--- config.mk ---
export PLATFORM = sky130hd
export DESIGN_NAME = atrtc_top
export DESIGN_NICKNAME = d
export VERILOG_FILES = /design/src/verilog/atrtc_pkg.sv /design/src/verilog/atrtc_top.sv
export SDC_FILE = /design/constraint.sdc
export NUM_CORES = 1
export LEC_CHECK = 0
export ABC_AREA = 1
export BUFFER_PORTS_ARGS = -buffer_cell sky130_fd_sc_hd__buf_2
export CORE_MARGIN = 2
export CORE_UTILIZATION = 53
export CTS_CLUSTER_DIAMETER = 200
export DETAILED_ROUTE_END_ITERATION = 8
export HOLD_SLACK_MARGIN = 0.05
export PLACE_DENSITY = 0.79
export SETUP_SLACK_MARGIN = 0.2
export SLEW_MARGIN = 25
export SYNTH_ARGS = -nofsm -noshare
export SYNTH_HDL_FRONTEND = slang
export SYNTH_SLANG_ARGS = --single-unit
--- constraint.sdc ---
create_clock -name mclk_i -period 2.7 [get_ports mclk_i]
set_input_delay 0.27 -clock mclk_i [delete_from_list [all_inputs] [get_ports mclk_i]]
set_output_delay 0.27 -clock mclk_i [all_outputs]
set_load 0.05 [all_outputs]
--- src/verilog/atrtc_pkg.sv ---
package atrtc_pkg;

    // Clock source codes
    localparam logic [2:0] SRC_SYSTEM_RC = 3'h0;
    localparam logic [2:0] SRC_CRYSTAL_32K = 3'h1;
    localparam logic [2:0] SRC_BUS_CLOCK = 3'h2;
    localparam logic [2:0] SRC_GENERIC = 3'h3;
    localparam logic [2:0] SRC_ONE_KHZ = 3'h4;

    localparam int CNT_W = 32;
    localparam int SEL_W = 5;
    localparam int NUM_PER = 2;
    localparam int NUM_ALARM = 2;

    localparam logic [31:0] CNT_TOP = 32'hffffffff;
    localparam logic [31:0] CNT_ZERO = 32'h00000000;
    localparam logic [31:0] PRSC_RESET = 32'h00000000;
    localparam logic [4:0] PSEL_RESET = 5'h00;

    // Calendar field positions
    localparam int CAL_SEC_LSB = 0;
    localparam int CAL_MIN_LSB = 6;
    localparam int CAL_HOUR_LSB = 12;
    localparam int CAL_DAY_LSB = 17;
    localparam int CAL_MON_LSB = 22;
    localparam int CAL_YEAR_LSB = 26;
    localparam logic [5:0] CAL_SEC_MAX = 6'h3b;
    localparam logic [5:0] CAL_MIN_MAX = 6'h3b;
    localparam logic [4:0] CAL_HOUR_MAX = 5'h17;
    localparam logic [3:0] CAL_MON_MAX = 4'hc;

    typedef struct packed {
        logic enable;
        logic calendar;
        logic prescaler_clear;
        logic [SEL_W-1:0] prescale_select;
        logic [NUM_ALARM-1:0] clear_on_alarm;
    } atrtc_ctrl_s;

    typedef struct packed {
        logic overflow;
        logic [NUM_PER-1:0] periodic;
        logic [NUM_ALARM-1:0] alarm;
    } atrtc_evt_s;

    typedef enum logic [1:0] {
        ATRTC_IDLE,
        ATRTC_REQ,
        ATRTC_ACK
    } atrtc_hs_e;

endpackage

--- src/verilog/atrtc_top.sv ---
`timescale 1ns/100ps
// Functional notes
// - 32-bit prescaler drives 32-bit up-counter
// - Prescaler clock chosen among five sources
// - Periodic events from chosen prescaler bits
// - Alarm fires when counter equals alarm
// - Overflow raises interrupt and event
// - Optional counter reset on any alarm
// - Keeps counting while core powered off
// - Wakes system on alarm, tick, overflow
// - Runs when enabled, source allowed and not frozen in debug
// - Separate bus clock, gateable by power manager
// - Shutdown allows only crystal and 1 kHz
// - 1 kHz needs crystal mode and enable
// - Freeze in debug unless both bits set
// - Optional calendar mode instead of binary
// - Binary counter wraps to zero, sets overflow
// - Counter steps on selected prescaler bit rise
// - Periodic tick on interval-select bit rise
// - Clear-on-alarm match clears counter, sets overflow
module atrtc_top (
    // Clock and reset
    input wire logic mclk_i,
    input wire logic rst_i,
    // Clock sources as level inputs
    input wire logic [4:0] src_clk_i,
    input wire logic [2:0] src_select_i,
    input wire logic crystal_mode_i,
    input wire logic one_khz_enable_i,
    // Power and debug
    input wire logic shutdown_i,
    input wire logic bus_clk_en_i,
    input wire logic debug_halt_i,
    input wire logic run_in_debug_i,
    input wire logic periph_debug_bits_i,
    // Configuration, written from the bus domain
    input wire atrtc_pkg::atrtc_ctrl_s ctrl_i,
    input wire logic [atrtc_pkg::NUM_PER*atrtc_pkg::SEL_W-1:0] interval_select_i,
    input wire logic [atrtc_pkg::NUM_ALARM*atrtc_pkg::CNT_W-1:0] alarm_value_i,
    input wire logic [atrtc_pkg::CNT_W-1:0] cnt_wdata_i,
    input wire logic cnt_write_i,
    input wire logic cfg_load_i,
    input wire atrtc_pkg::atrtc_evt_s status_clear_i,
    input wire atrtc_pkg::atrtc_evt_s irq_mask_i,
    input wire atrtc_pkg::atrtc_evt_s wake_mask_i,
    // Status and events
    output atrtc_pkg::atrtc_evt_s event_o,
    output atrtc_pkg::atrtc_evt_s status_o,
    output logic [atrtc_pkg::CNT_W-1:0] count_o,
    output logic irq_o,
    output logic wake_o,
    output logic busy_o,
    output logic clk_ok_o
);
    import atrtc_pkg::*;

    ////////////////////////////////////////////////////////////////////////
    // Source clock select and three-stage sampling
    logic src_allowed;
    logic src_level;
    logic [2:0] src_sync;
    always_comb begin
        src_allowed = 1'b1;
        if (src_select_i == SRC_ONE_KHZ && !(crystal_mode_i && one_khz_enable_i)) begin
            src_allowed = 1'b0;
        end
        if (shutdown_i && src_select_i != SRC_CRYSTAL_32K && src_select_i != SRC_ONE_KHZ) begin
            src_allowed = 1'b0;
        end
        // Codes past the last source have no clock behind them
        if (src_select_i > SRC_ONE_KHZ) begin
            src_allowed = 1'b0;
        end
        src_level = (src_select_i <= SRC_ONE_KHZ) ? src_clk_i[src_select_i] : 1'b0;
    end
    always_ff @(posedge mclk_i) begin
        if (rst_i) begin
            src_sync <= 3'h0;
        end else begin
            src_sync <= {src_sync[1:0], src_level};
        end
    end
    // Rise counted only once stages two and three agree
    logic src_state;
    logic next_src_state;
    logic src_rise;
    always_comb begin
        next_src_state = src_state;
        if (src_sync[1] == src_sync[2]) begin
            next_src_state = src_sync[2];
        end
        src_rise = next_src_state && !src_state;
    end
    always_ff @(posedge mclk_i) begin
        if (rst_i) begin
            src_state <= 1'b0;
        end else begin
            src_state <= next_src_state;
        end
    end
    assign clk_ok_o = src_allowed;

    ////////////////////////////////////////////////////////////////////////
    // Configuration handshake: bus side requests, timer side accepts
    atrtc_hs_e hs;
    atrtc_hs_e next_hs;
    atrtc_ctrl_s ctrl;
    atrtc_ctrl_s next_ctrl;
    logic [NUM_PER*SEL_W-1:0] ivsel;
    logic [NUM_PER*SEL_W-1:0] next_ivsel;
    logic [NUM_ALARM*CNT_W-1:0] alarm;
    logic [NUM_ALARM*CNT_W-1:0] next_alarm;
    logic [CNT_W-1:0] cnt_load;
    logic [CNT_W-1:0] next_cnt_load;
    logic cnt_load_pend;
    logic next_cnt_load_pend;
    logic apply;
    always_comb begin
        next_hs = hs;
        next_ctrl = ctrl;
        next_ivsel = ivsel;
        next_alarm = alarm;
        next_cnt_load = cnt_load;
        next_cnt_load_pend = cnt_load_pend;
        apply = 1'b0;
        case (hs)
            ATRTC_IDLE: begin
                if ((cfg_load_i || cnt_write_i) && bus_clk_en_i) begin
                    next_hs = ATRTC_REQ;
                    next_ctrl = ctrl_i;
                    next_ivsel = interval_select_i;
                    next_alarm = alarm_value_i;
                    next_cnt_load = cnt_wdata_i;
                    next_cnt_load_pend = cnt_write_i;
                end
            end
            ATRTC_REQ: begin
                next_hs = ATRTC_ACK;
            end
            ATRTC_ACK: begin
                apply = 1'b1;
                next_cnt_load_pend = 1'b0;
                next_hs = ATRTC_IDLE;
            end
            default: begin
                next_hs = ATRTC_IDLE;
            end
        endcase
    end
    always_ff @(posedge mclk_i) begin
        if (rst_i) begin
            hs <= ATRTC_IDLE;
            ctrl <= '0;
            ivsel <= '0;
            alarm <= '0;
            cnt_load <= CNT_ZERO;
            cnt_load_pend <= 1'b0;
        end else begin
            hs <= next_hs;
            ctrl <= next_ctrl;
            ivsel <= next_ivsel;
            alarm <= next_alarm;
            cnt_load <= next_cnt_load;
            cnt_load_pend <= next_cnt_load_pend;
        end
    end
    assign busy_o = (hs != ATRTC_IDLE);

    // Active copy only changes at the handshake's end
    atrtc_ctrl_s act;
    logic [NUM_PER*SEL_W-1:0] act_ivsel;
    logic [NUM_ALARM*CNT_W-1:0] act_alarm;
    always_ff @(posedge mclk_i) begin
        if (rst_i) begin
            act <= '0;
            act_ivsel <= '0;
            act_alarm <= '0;
        end else if (apply) begin
            act <= ctrl;
            act_ivsel <= ivsel;
            act_alarm <= alarm;
        end
    end

    ////////////////////////////////////////////////////////////////////////
    // Prescaler and counter
    logic frozen;
    logic run;
    logic [CNT_W-1:0] prsc;
    logic [CNT_W-1:0] next_prsc;
    logic [CNT_W-1:0] cnt;
    logic [CNT_W-1:0] next_cnt;
    logic cnt_rise;
    logic [NUM_ALARM-1:0] match;
    atrtc_evt_s evt;
    // Debug halt freezes the timer unless both debug bits are set; shutdown stops it only when the selected source is not allowed
    assign frozen = debug_halt_i && !(run_in_debug_i && periph_debug_bits_i);
    assign run = act.enable && src_allowed && !frozen;

    always_comb begin
        next_prsc = prsc;
        if (apply && ctrl.prescaler_clear) begin
            next_prsc = PRSC_RESET;
        end else if (run && src_rise) begin
            next_prsc = prsc + 32'h00000001;
        end
    end

    genvar g;
    logic [NUM_PER-1:0] per_rise;
    generate
        for (g = 0; g < NUM_PER; g = g + 1) begin : g_per
            logic [SEL_W-1:0] sel;
            assign sel = act_ivsel[g*SEL_W +: SEL_W];
            assign per_rise[g] = run && next_prsc[sel] && !prsc[sel];
        end
        for (g = 0; g < NUM_ALARM; g = g + 1) begin : g_alarm
            assign match[g] = act.enable && (cnt == act_alarm[g*CNT_W +: CNT_W]);
        end
    endgenerate

    assign cnt_rise = run && next_prsc[act.prescale_select] && !prsc[act.prescale_select];

    // Calendar increment: sec, min, hour, day, month, year
    function automatic logic [CNT_W-1:0] cal_step(input logic [CNT_W-1:0] v);
        logic [5:0] s;
        logic [5:0] mi;
        logic [4:0] h;
        logic [4:0] d;
        logic [3:0] mo;
        logic [5:0] y;
        logic [4:0] dmax;
        s = v[CAL_SEC_LSB +: 6];
        mi = v[CAL_MIN_LSB +: 6];
        h = v[CAL_HOUR_LSB +: 5];
        d = v[CAL_DAY_LSB +: 5];
        mo = v[CAL_MON_LSB +: 4];
        y = v[CAL_YEAR_LSB +: 6];
        case (mo)
            4'h2: dmax = (y[1:0] == 2'h0) ? 5'h1d : 5'h1c;
            4'h4, 4'h6, 4'h9, 4'hb: dmax = 5'h1e;
            default: dmax = 5'h1f;
        endcase
        if (s != CAL_SEC_MAX) begin
            s = s + 6'h01;
        end else begin
            s = 6'h00;
            if (mi != CAL_MIN_MAX) begin
                mi = mi + 6'h01;
            end else begin
                mi = 6'h00;
                if (h != CAL_HOUR_MAX) begin
                    h = h + 5'h01;
                end else begin
                    h = 5'h00;
                    if (d < dmax) begin
                        d = d + 5'h01;
                    end else begin
                        d = 5'h01;
                        if (mo < CAL_MON_MAX) begin
                            mo = mo + 4'h1;
                        end else begin
                            mo = 4'h1;
                            y = y + 6'h01;
                        end
                    end
                end
            end
        end
        return {y, mo, d, h, mi, s};
    endfunction

    always_comb begin
        next_cnt = cnt;
        evt = '0;
        evt.periodic = per_rise;
        if (cnt_rise) begin
            evt.alarm = match;
            if (|(match & act.clear_on_alarm)) begin
                next_cnt = CNT_ZERO;
                evt.overflow = 1'b1;
            end else if (act.calendar) begin
                next_cnt = cal_step(cnt);
            end else begin
                next_cnt = cnt + 32'h00000001;
                evt.overflow = (cnt == CNT_TOP);
            end
        end
        if (apply && cnt_load_pend) begin
            next_cnt = cnt_load;
        end
    end
    always_ff @(posedge mclk_i) begin
        if (rst_i) begin
            prsc <= PRSC_RESET;
            cnt <= CNT_ZERO;
        end else begin
            prsc <= next_prsc;
            cnt <= next_cnt;
        end
    end

    ////////////////////////////////////////////////////////////////////////
    // Status, events, interrupt and wake
    atrtc_evt_s stat;
    atrtc_evt_s next_stat;
    // Set wins over a same-cycle clear
    assign next_stat = (stat & ~status_clear_i) | evt;
    always_ff @(posedge mclk_i) begin
        if (rst_i) begin
            stat <= '0;
            event_o <= '0;
            count_o <= CNT_ZERO;
            irq_o <= 1'b0;
            wake_o <= 1'b0;
        end else begin
            stat <= next_stat;
            event_o <= evt;
            count_o <= next_cnt;
            irq_o <= |(next_stat & irq_mask_i);
            wake_o <= |(next_stat & wake_mask_i);
        end
    end
    assign status_o = stat;

endmodule

Word level (Yosys, flattened, before mapping)
Cells that the tools add are included.

Bits in registers: 282. Input bits: 150. Output and inout port bits: 46. Logic and storage cells: 184.

Add/sub/neg operators: 8. $lt $le $gt $ge: 8. Eq/ne operators: 23. Muxes and demuxes: 58. Bitwise operators: 7. Reduce and logical (&&, ||, !) cells: 46.

Operators with widths (number): $mux W32 (6); $add A32 B1 Y32 const B (2); $eq A32 B32 Y1 (2); $mux W5 (10); $mux W6 (8); $eq A32 B32 Y1 const B (1); $bmux W1 S5 (6); $logic_and A1 B1 Y1 (21); $mux W4 (5); $ne A4 B3 Y1 const B (5); $add A6 B1 Y6 const B (3); $lt A5 B6 Y1 const B (3); $mux W1 (17); $and A5 B5 Y5 (3); $ne A6 B6 Y1 const B (2); $add A5 B1 Y5 const B (2); $reduce_or A5 Y1 (2); $eq A4 B3 Y1 const B (2); $eq A4 B4 Y1 const B (2); $pmux W2 S2 (2); $logic_not A1 Y1 (7); $reduce_and A2 Y1 (3); $reduce_and A6 Y1 (1); $reduce_bool A2 Y1 (3); other kinds (29) (32).

Depth between registers and ports, before layout
Gate-level depths: netlist (run 1).

Depth in word-level cells: 25. Mapped depth: 25. Gate-level depth less buffers: 23.

Least setup slack after synthesis (run 1)
Ideal clock, no wire load.

Kind: flip-flop to flip-flop. From: reg count_o[1] (netlist name). To: reg count_o[30] (netlist name). Library setup time: 113 ps. Arrival: 2748 ps. Required time: 2587 ps. Setup slack: -161 ps. Cell stages (with the launch flop): 16. Buffers on the path: 0. Clock period less this slack: 2861 ps. Cell sequence: dfxtp_1 ha_1 inv_1 nor3_1 nand2_1 nor2_1 nand4_1 nor3_1 inv_1 o21ai_1 nand2_1 nor2_1 xor2_1 o22ai_1 nor2_1 nor2_1.

RTL lines: end signal, assigned (RTL line atrtc_top.sv:319) `count_o <= next_cnt;`; end, declared (RTL line atrtc_top.sv:49) `output logic [atrtc_pkg::CNT_W-1:0] count_o,`.

Worst setup path in the final report (run 1)
From: reg act[9] (netlist name). To: reg count_o[4] (netlist name).

Cells in the longest elaborated chain, start to end: 10. Elaborated cells between the ends (all ways): 17. Those cells by class: mux: 7; bitwise: 1; reduce/logical: 9.

RTL lines: start, declared (RTL line atrtc_top.sv:170) `atrtc_ctrl_s act;`; start signal, assigned (RTL line atrtc_top.sv:179) `act <= ctrl;`; $logic_and A1 B1 Y1 (2 in series) (RTL line atrtc_top.sv:198) `assign run = act.enable && src_allowed && !frozen;`; $logic_and A1 B1 Y1 (RTL line atrtc_top.sv:204) `end else if (run && src_rise) begin`; $mux W32 (RTL line atrtc_top.sv:204); $mux W32 (RTL line atrtc_top.sv:202) `if (apply && ctrl.prescaler_clear) begin`; $bmux W1 S5 (RTL line atrtc_top.sv:222) `assign cnt_rise = run && next_prsc[act.prescale_select] && !prsc[act.prescale_select];`; $mux W1 (not written as such) (RTL line atrtc_top.sv:222); $logic_and A1 B1 Y1 (2 in series) (RTL line atrtc_top.sv:222); $reduce_bool A2 Y1 (no source line).

Several ways; a longest one is shown, not always the timed one. The select of a mux whose other input is x is not followed. A chain may end at the register's enable or synchronous reset.

==> results of run 1 <==
area by class of cell:
cell class                      instances  area, µm²
Clock inverter                         15        150
Fill cell                            2149       7290
Timing Repair Buffer                  547       4180
Multi-Input combinational cell       1650       9020
Sequential cell                       282       5730
Tap cell                              384        480
Inverter                              312       1200
Clock buffer                           41        872
stage by stage:
step,setup TNS [ns],total power [mW],cells,hold WS [ns],area [µm²]
5_1_grt,-2.81,10.4,3231,0.126,21600
3_3_place_gp,-1.66,5.67,3022,0.409,18200
3_5_place_dp,-2.37,5.70,3022,0.407,18200
2_1_floorplan,0,5.27,2381,0.388,15700
4_1_cts,0,9.99,3222,0.0514,21000
6_report,-0.0567,10.1,3231,0.0720,21600
metal layers:
metal	global-route usage, %	vias up	share of wire [%]
met5	0	-	0.019
met2	63.8	1288	43
met1	56.5	8954	40
li1	-	8844	-
met4	13.0	2	3.3
met3	11.3	206	13
cells by family after synthesis:
group           synth area share [%]
simple gates                    26.5
compound gates                  22.6
buf+inv                         11.1
flops                           36.0
xor+xnor                        2.74
fa+ha+maj                      0.957
mux                            0.128
synth_stat cells (19+ instances only):
library cell,count,area [µm²]
nand2_1,387,1450
o21ai_0,304,1520
inv_1,296,1110
a21oi_1,284,1420
dfxtp_1,282,5650
nor2_1,184,691
nand3_1,177,886
clkbuf_1,107,402
nand4_1,72,450
xor2_1,38,333
nor3_1,32,160
o211ai_1,24,180
o22ai_1,20,125
nor4_1,19,119
power by group:
| group | total (mW) | internal, mW | switching [mW] | leakage, nW |
|---|---|---|---|---|
| clock | 4.23 | 2.38 | 1.85 | 0.490 |
| combinational | 1.40 | 0.552 | 0.843 | 6.41 |
| sequential | 4.50 | 4.37 | 0.132 | 2.33 |
final timing paths:
| path | endpoint | slack [ns] |
|---|---|---|
| max | count_o[4]$_SDFFE_PP0N_ | -0.03 |
| min reg2reg | src_sync[1]$_SDFF_PP0_ | 0.41 |
| min | wake_o$_SDFF_PP0_ | 0.07 |
| max reg2reg | count_o[4]$_SDFFE_PP0N_ | -0.03 |
worst max-delay path: stages (launching register included):
cell and delay, ns:
dfxtp_2 0.35, inv_4 0.06, a21oi_4 0.22, nand3_4 0.17
buf_6 0.16, buf_12 0.14, nand2_2 0.06, nand4_1 0.12
nand3_1 0.12, nand3_2 0.09, nand3_2 0.10, nand3_4 0.10
a21oi_4 0.22, nand2_4 0.10, nand2_8 0.12, buf_6 0.16
o22ai_1 0.07, nor2_1 0.13, nor2_1 0.06
state kept, by name, summed over array words and instances, names as in the netlist:
name and count:
status_o 5, count_o 32, act_alarm 64, src_sync 3, alarm 64, act_ivsel 10, prsc 32, cnt_load_pend 1
act 9, event_o 5, cnt_load 32, wake_o 1, ivsel 10, src_state 1, ctrl 10, irq_o 1
hs 2
what timing repair did:
item / in CTS / in global routing
setup endpoints to repair: 43 / 44
pin swaps: 24 / 52
cloned: 4 / 1
resized for setup: 81 / 169
buffers inserted: 10 / 8
hold buffers: 130 / 0
hold endpoints to repair: 124 / 0
==> flow_summary.toml, run 1 <==
[clocking]
clk-insertion-delay-late_ns = 0.60
clk_pin_slew_worst_paths_ns = 0.07
htreeDepth = 1
cts_buffers = 30
cts_tree = "done"
cts_sinks = 282
cts_root_buf = "clkbuf_16"
clock_path_buffers = 3

[synth]
ys.flop_type = "dfxtp_1"
synth_seq_cells = 282
synth_nets = 2543
ys_warn_count = 0
syn_inst = 2381
async_reset_ff_share_pct = 0
syn_area_per_cell_um2 = 6.59
syn_area_um2 = 15700
synth_cell_types = 50
synth-edff-count = 0
seq_area_frac_synth_pct = 36.0

[job]
cap_violations = 0

[routing]
postRouteAntennaNets = 0
drc = 0
routed_wl_um = 67500
drt-initial-drc-count = 2392
via_count = 19300
dr.pass1.iters = 6
avgViaCountPerCell = 5.97
avgRoutedWirePerCell_um = 20.9

[worst_hold_path]
min-delay-start = "wake_mask_i[4]"
hp-class = "in2reg"
hold_depth = 5

[timing]
slew_violations = 0
rsz0062_at_grt = "true"
finClkSkew_ns = 0.0362
setup_viol_count_final = 5
finalWorstSetupSlack_ns = -0.0260
slew_headroom_pct = 41.7
worst_pin_slew_ns = 0.874
fin_crit_sh_pct = 101
hold_violations = 0
clock.fmax_ghz = 0.367
period_minus_slack_ns = 2.73

[place]
gp_congestion = 1.07
dpl.hpwl_um = 44600
portBuffers = 195
dp_slack_ns = -0.144

[floorplan]
dieArea_um2 = 31000
core_area_um2 = 28900
rows = 62
dieHeight_um = 176
io_pins = 196
die_x_um = 176
start_util_pct = 54.2

[cells_and_area]
drive_gt1_share_pct = 25.7
antennaDiodeCount = 0
final_common_cell = "nand2_1"
final_util_pct = 74.8
final_cell_mix = "nand2_1, o21ai_0, inv_1"
fin_nets = 2985
syn2layout_area_growth_pct = 37.9

[worst_setup_path]
end_kind = "register"
worstReg2RegStart = "act[9]$_SDFFE_PP0P_"
crit_fanout = 8
start_kind = "register"
r2r_cells = 18
critPathArrivalTime_ns = 3.16
cp.required_ns = 3.13
path_class = "reg2reg"
crit_start = "act[9]$_SDFFE_PP0P_"

[global_route]
antenna_found_initial = 2
grt-ovfl-total = 0
grt_pass1_wl_um = 101000
track_usage_pct = 41.5
grt_max_degree = 236
grt_pass1_vias = 18300

[power]
cellPowerDensity_nw_per_um2 = 468
peakVddDrop_v = 0.000489
leakage_nw = 9.23

[run_status]
status = "finished, violations left"
violations = "setup timing"
Note: power is estimated with default switching activity, not from simulation.
==> inputs of run 2 (changes only) <==
Settings changed: CORE_UTILIZATION 53 to 57, GPL_ROUTABILITY_DRIVEN set to 0, PLACE_DENSITY 0.79 to 0.81, REMOVE_ABC_BUFFERS set to 1.
Clock period 2.7 ns to 3.35 ns, I/O delays scaled along.
==> run 2 against run 1 <==
Compared with the run above:
- the run now ends clean
- via count decreased by 9.4%
- clock power decreased by 17%
- global-route usage decreased by 6.7 points
- sequential cell count unchanged
- highest routed layer is now met4
==> flow_summary.toml, run 2 (synthesis gave the netlist of run 1 again) <==
[worst_hold_path]
hp-class = "in2reg"
hold-path-endpoint = "ivsel[2]$_SDFFE_PP0P_"
min-delay-start = "interval_select_i[2]"
hold_depth = 3

[worst_setup_path]
r2r_slack_ns = 0.39
cpMaxStageDelayCell = "dfxtp_1"
regToRegEndpoint = "count_o[19]$_SDFFE_PP0P_"
max_stage_delay_ns = 0.47
r2r_cells = 23
critPathArrivalTime_ns = 3.45
end_kind = "register"
cpMostUsedCell = "nand2_1"
worstReg2RegStart = "prsc[16]$_SDFF_PP0_"
path_buf_inv = 2
crit_fanout = 11
critPathTopFamily = "simple AND/OR/NAND/NOR gates"
cp.required_ns = 3.85
path_class = "reg2reg"
worstPathCellList = "nand2_1 -> nor2_1 -> nand2_1 -> nor2_1 -> nand2_1 -> nand2_1 -> nand2_1 -> nand2_1 -> nand3_1 -> nand2_1 -> nand2_1 -> nand2_1 -> nand3_1 -> nand3_1 -> nand2_1 -> nand2_2 -> nand2_4 -> nand2_8 -> buf_4 -> nand3b_4 -> inv_2 -> nand2_1 -> a21oi_2"
start_kind = "register"

[timing]
clock.fmax_ghz = 0.338
rsz0062_at_grt = "false"
worst_pin_slew_ns = 0.841
slew_headroom_pct = 43.9
setup_viol_count_final = 0
slew_violations = 0
fin_crit_sh_pct = 88.2
period_minus_slack_ns = 2.96
hold_violations = 0
finClkSkew_ns = 0.00884
fin_tns_setup_ns = 0

[global_route]
antenna_found_initial = 0
track_usage_pct = 34.8
grt_max_degree = 118
grt-ovfl-total = 0
grt_pass1_wl_um = 81200
grt_pass1_vias = 16000

[floorplan]
die_x_um = 170
io_pins = 196
start_util_pct = 58.1
core_area_um2 = 27000
dieArea_um2 = 28900
dieHeight_um = 170
rows = 60

[routing]
avgViaCountPerCell = 5.98
routed_wl_um = 52200
drc = 0
avgRoutedWirePerCell_um = 17.9
via_count = 17500
postRouteAntennaNets = 0
dr.pass1.iters = 8
drt-initial-drc-count = 2236

[job]
cap_violations = 0

[clocking]
clk-insertion-delay-late_ns = 0.57
cts_buffers = 30
cts_sinks = 282
cts_root_buf = "clkbuf_16"
htreeDepth = 1
clk_pin_slew_worst_paths_ns = 0.06
cts_tree = "done"
clock_path_buffers = 3

[cells_and_area]
top_regs = "act_alarm (64), alarm (64)"
drive_gt1_share_pct = 14.9
finalNonFillerCells = 2923
final_cell_mix = "nand2_1, o21ai_0, inv_1"
antennaDiodeCount = 0
final_common_cell = "nand2_1"
syn2layout_area_growth_pct = 18.0
fin_nets = 2720

[power]
peakVddDrop_v = 0.000443
leakage_nw = 7.82
cellPowerDensity_nw_per_um2 = 435

[place]
dpl.hpwl_um = 36200
dp.cells = 2825
portBuffers = 195

[run_status]
status = "finished, final reports clean"
[run 2: worst max-delay path by stage]
| stage | cells after the start | slack, ns | start | end |
|---|---|---|---|---|
| after detailed placement | 18 | 0.18 | prsc[0]$_SDFF_PP0_ | count_o[30]$_SDFFE_PP0P_ |
| final | 23 | 0.39 | prsc[16]$_SDFF_PP0_ | count_o[19]$_SDFFE_PP0P_ |
| after global placement | 18 | 0.29 | prsc[0]$_SDFF_PP0_ | count_o[30]$_SDFFE_PP0P_ |
| after floorplan | 3 | -4.67 | cnt_write_i | alarm[0]$_SDFFE_PP0P_ |
| after CTS | 23 | 0.28 | prsc[12]$_SDFF_PP0_ | count_o[21]$_SDFFE_PP0P_ |
| after global routing | 22 | 0.18 | prsc[0]$_SDFF_PP0_ | count_o[19]$_SDFFE_PP0P_ |
[run 2: what timing repair did]
item,CTS,global route
gates cloned,0,0
pin swaps,0,3
hold endpoints to repair,41,0
setup endpoints to repair,8,31
resized for setup,2,37
hold buffers,41,0
setup buffers,0,1
[run 2: layout make-up]
cell class | count | area (µm²)
Timing Repair Buffer | 283 | 1790
Fill cell | 2300 | 8510
Multi-Input combinational cell | 1649 | 8390
Clock inverter | 14 | 155
Tap cell | 341 | 427
Inverter | 312 | 1180
Sequential cell | 282 | 5660
Clock buffer | 42 | 906
[run 2: through the flow]
step                      setup WS [ns]  hold WS, ns  util, %  power (mW)  cell area [µm²]
after global placement            0.286        0.390     62.6        4.53            16900
final                             0.394       0.0498     68.5        8.05            18500
after global routing              0.180       0.0663     68.5        8.30            18500
after detailed placement          0.175        0.406     62.6        4.55            16900
after floorplan                   -4.67        0.388        -        4.23            15100
after CTS                         0.280       0.0504     68.1        8.03            18400
[run 2: per-layer routing]
metal  vias up  global-route usage (%)  routed length (µm)
li1       8319                       -                   -
met1      7748                    42.0               19500
met5         -                       0                   0
met4         0                    22.9                3990
met3       309                    6.44                5290
met2      1096                    56.9               23500
[run 2: where the power goes]
group          switching [mW]  internal, mW  leakage, nW
combinational           0.600         0.347         5.00
clock                    1.44          2.05        0.510
sequential             0.0895          3.53         2.31
total                    2.13          5.92         7.82
[run 2: tightest hold or removal path: stages]
cell,delay (ns)
buf_2,0.07
o21ai_0,0.07
a21oi_1,0.11
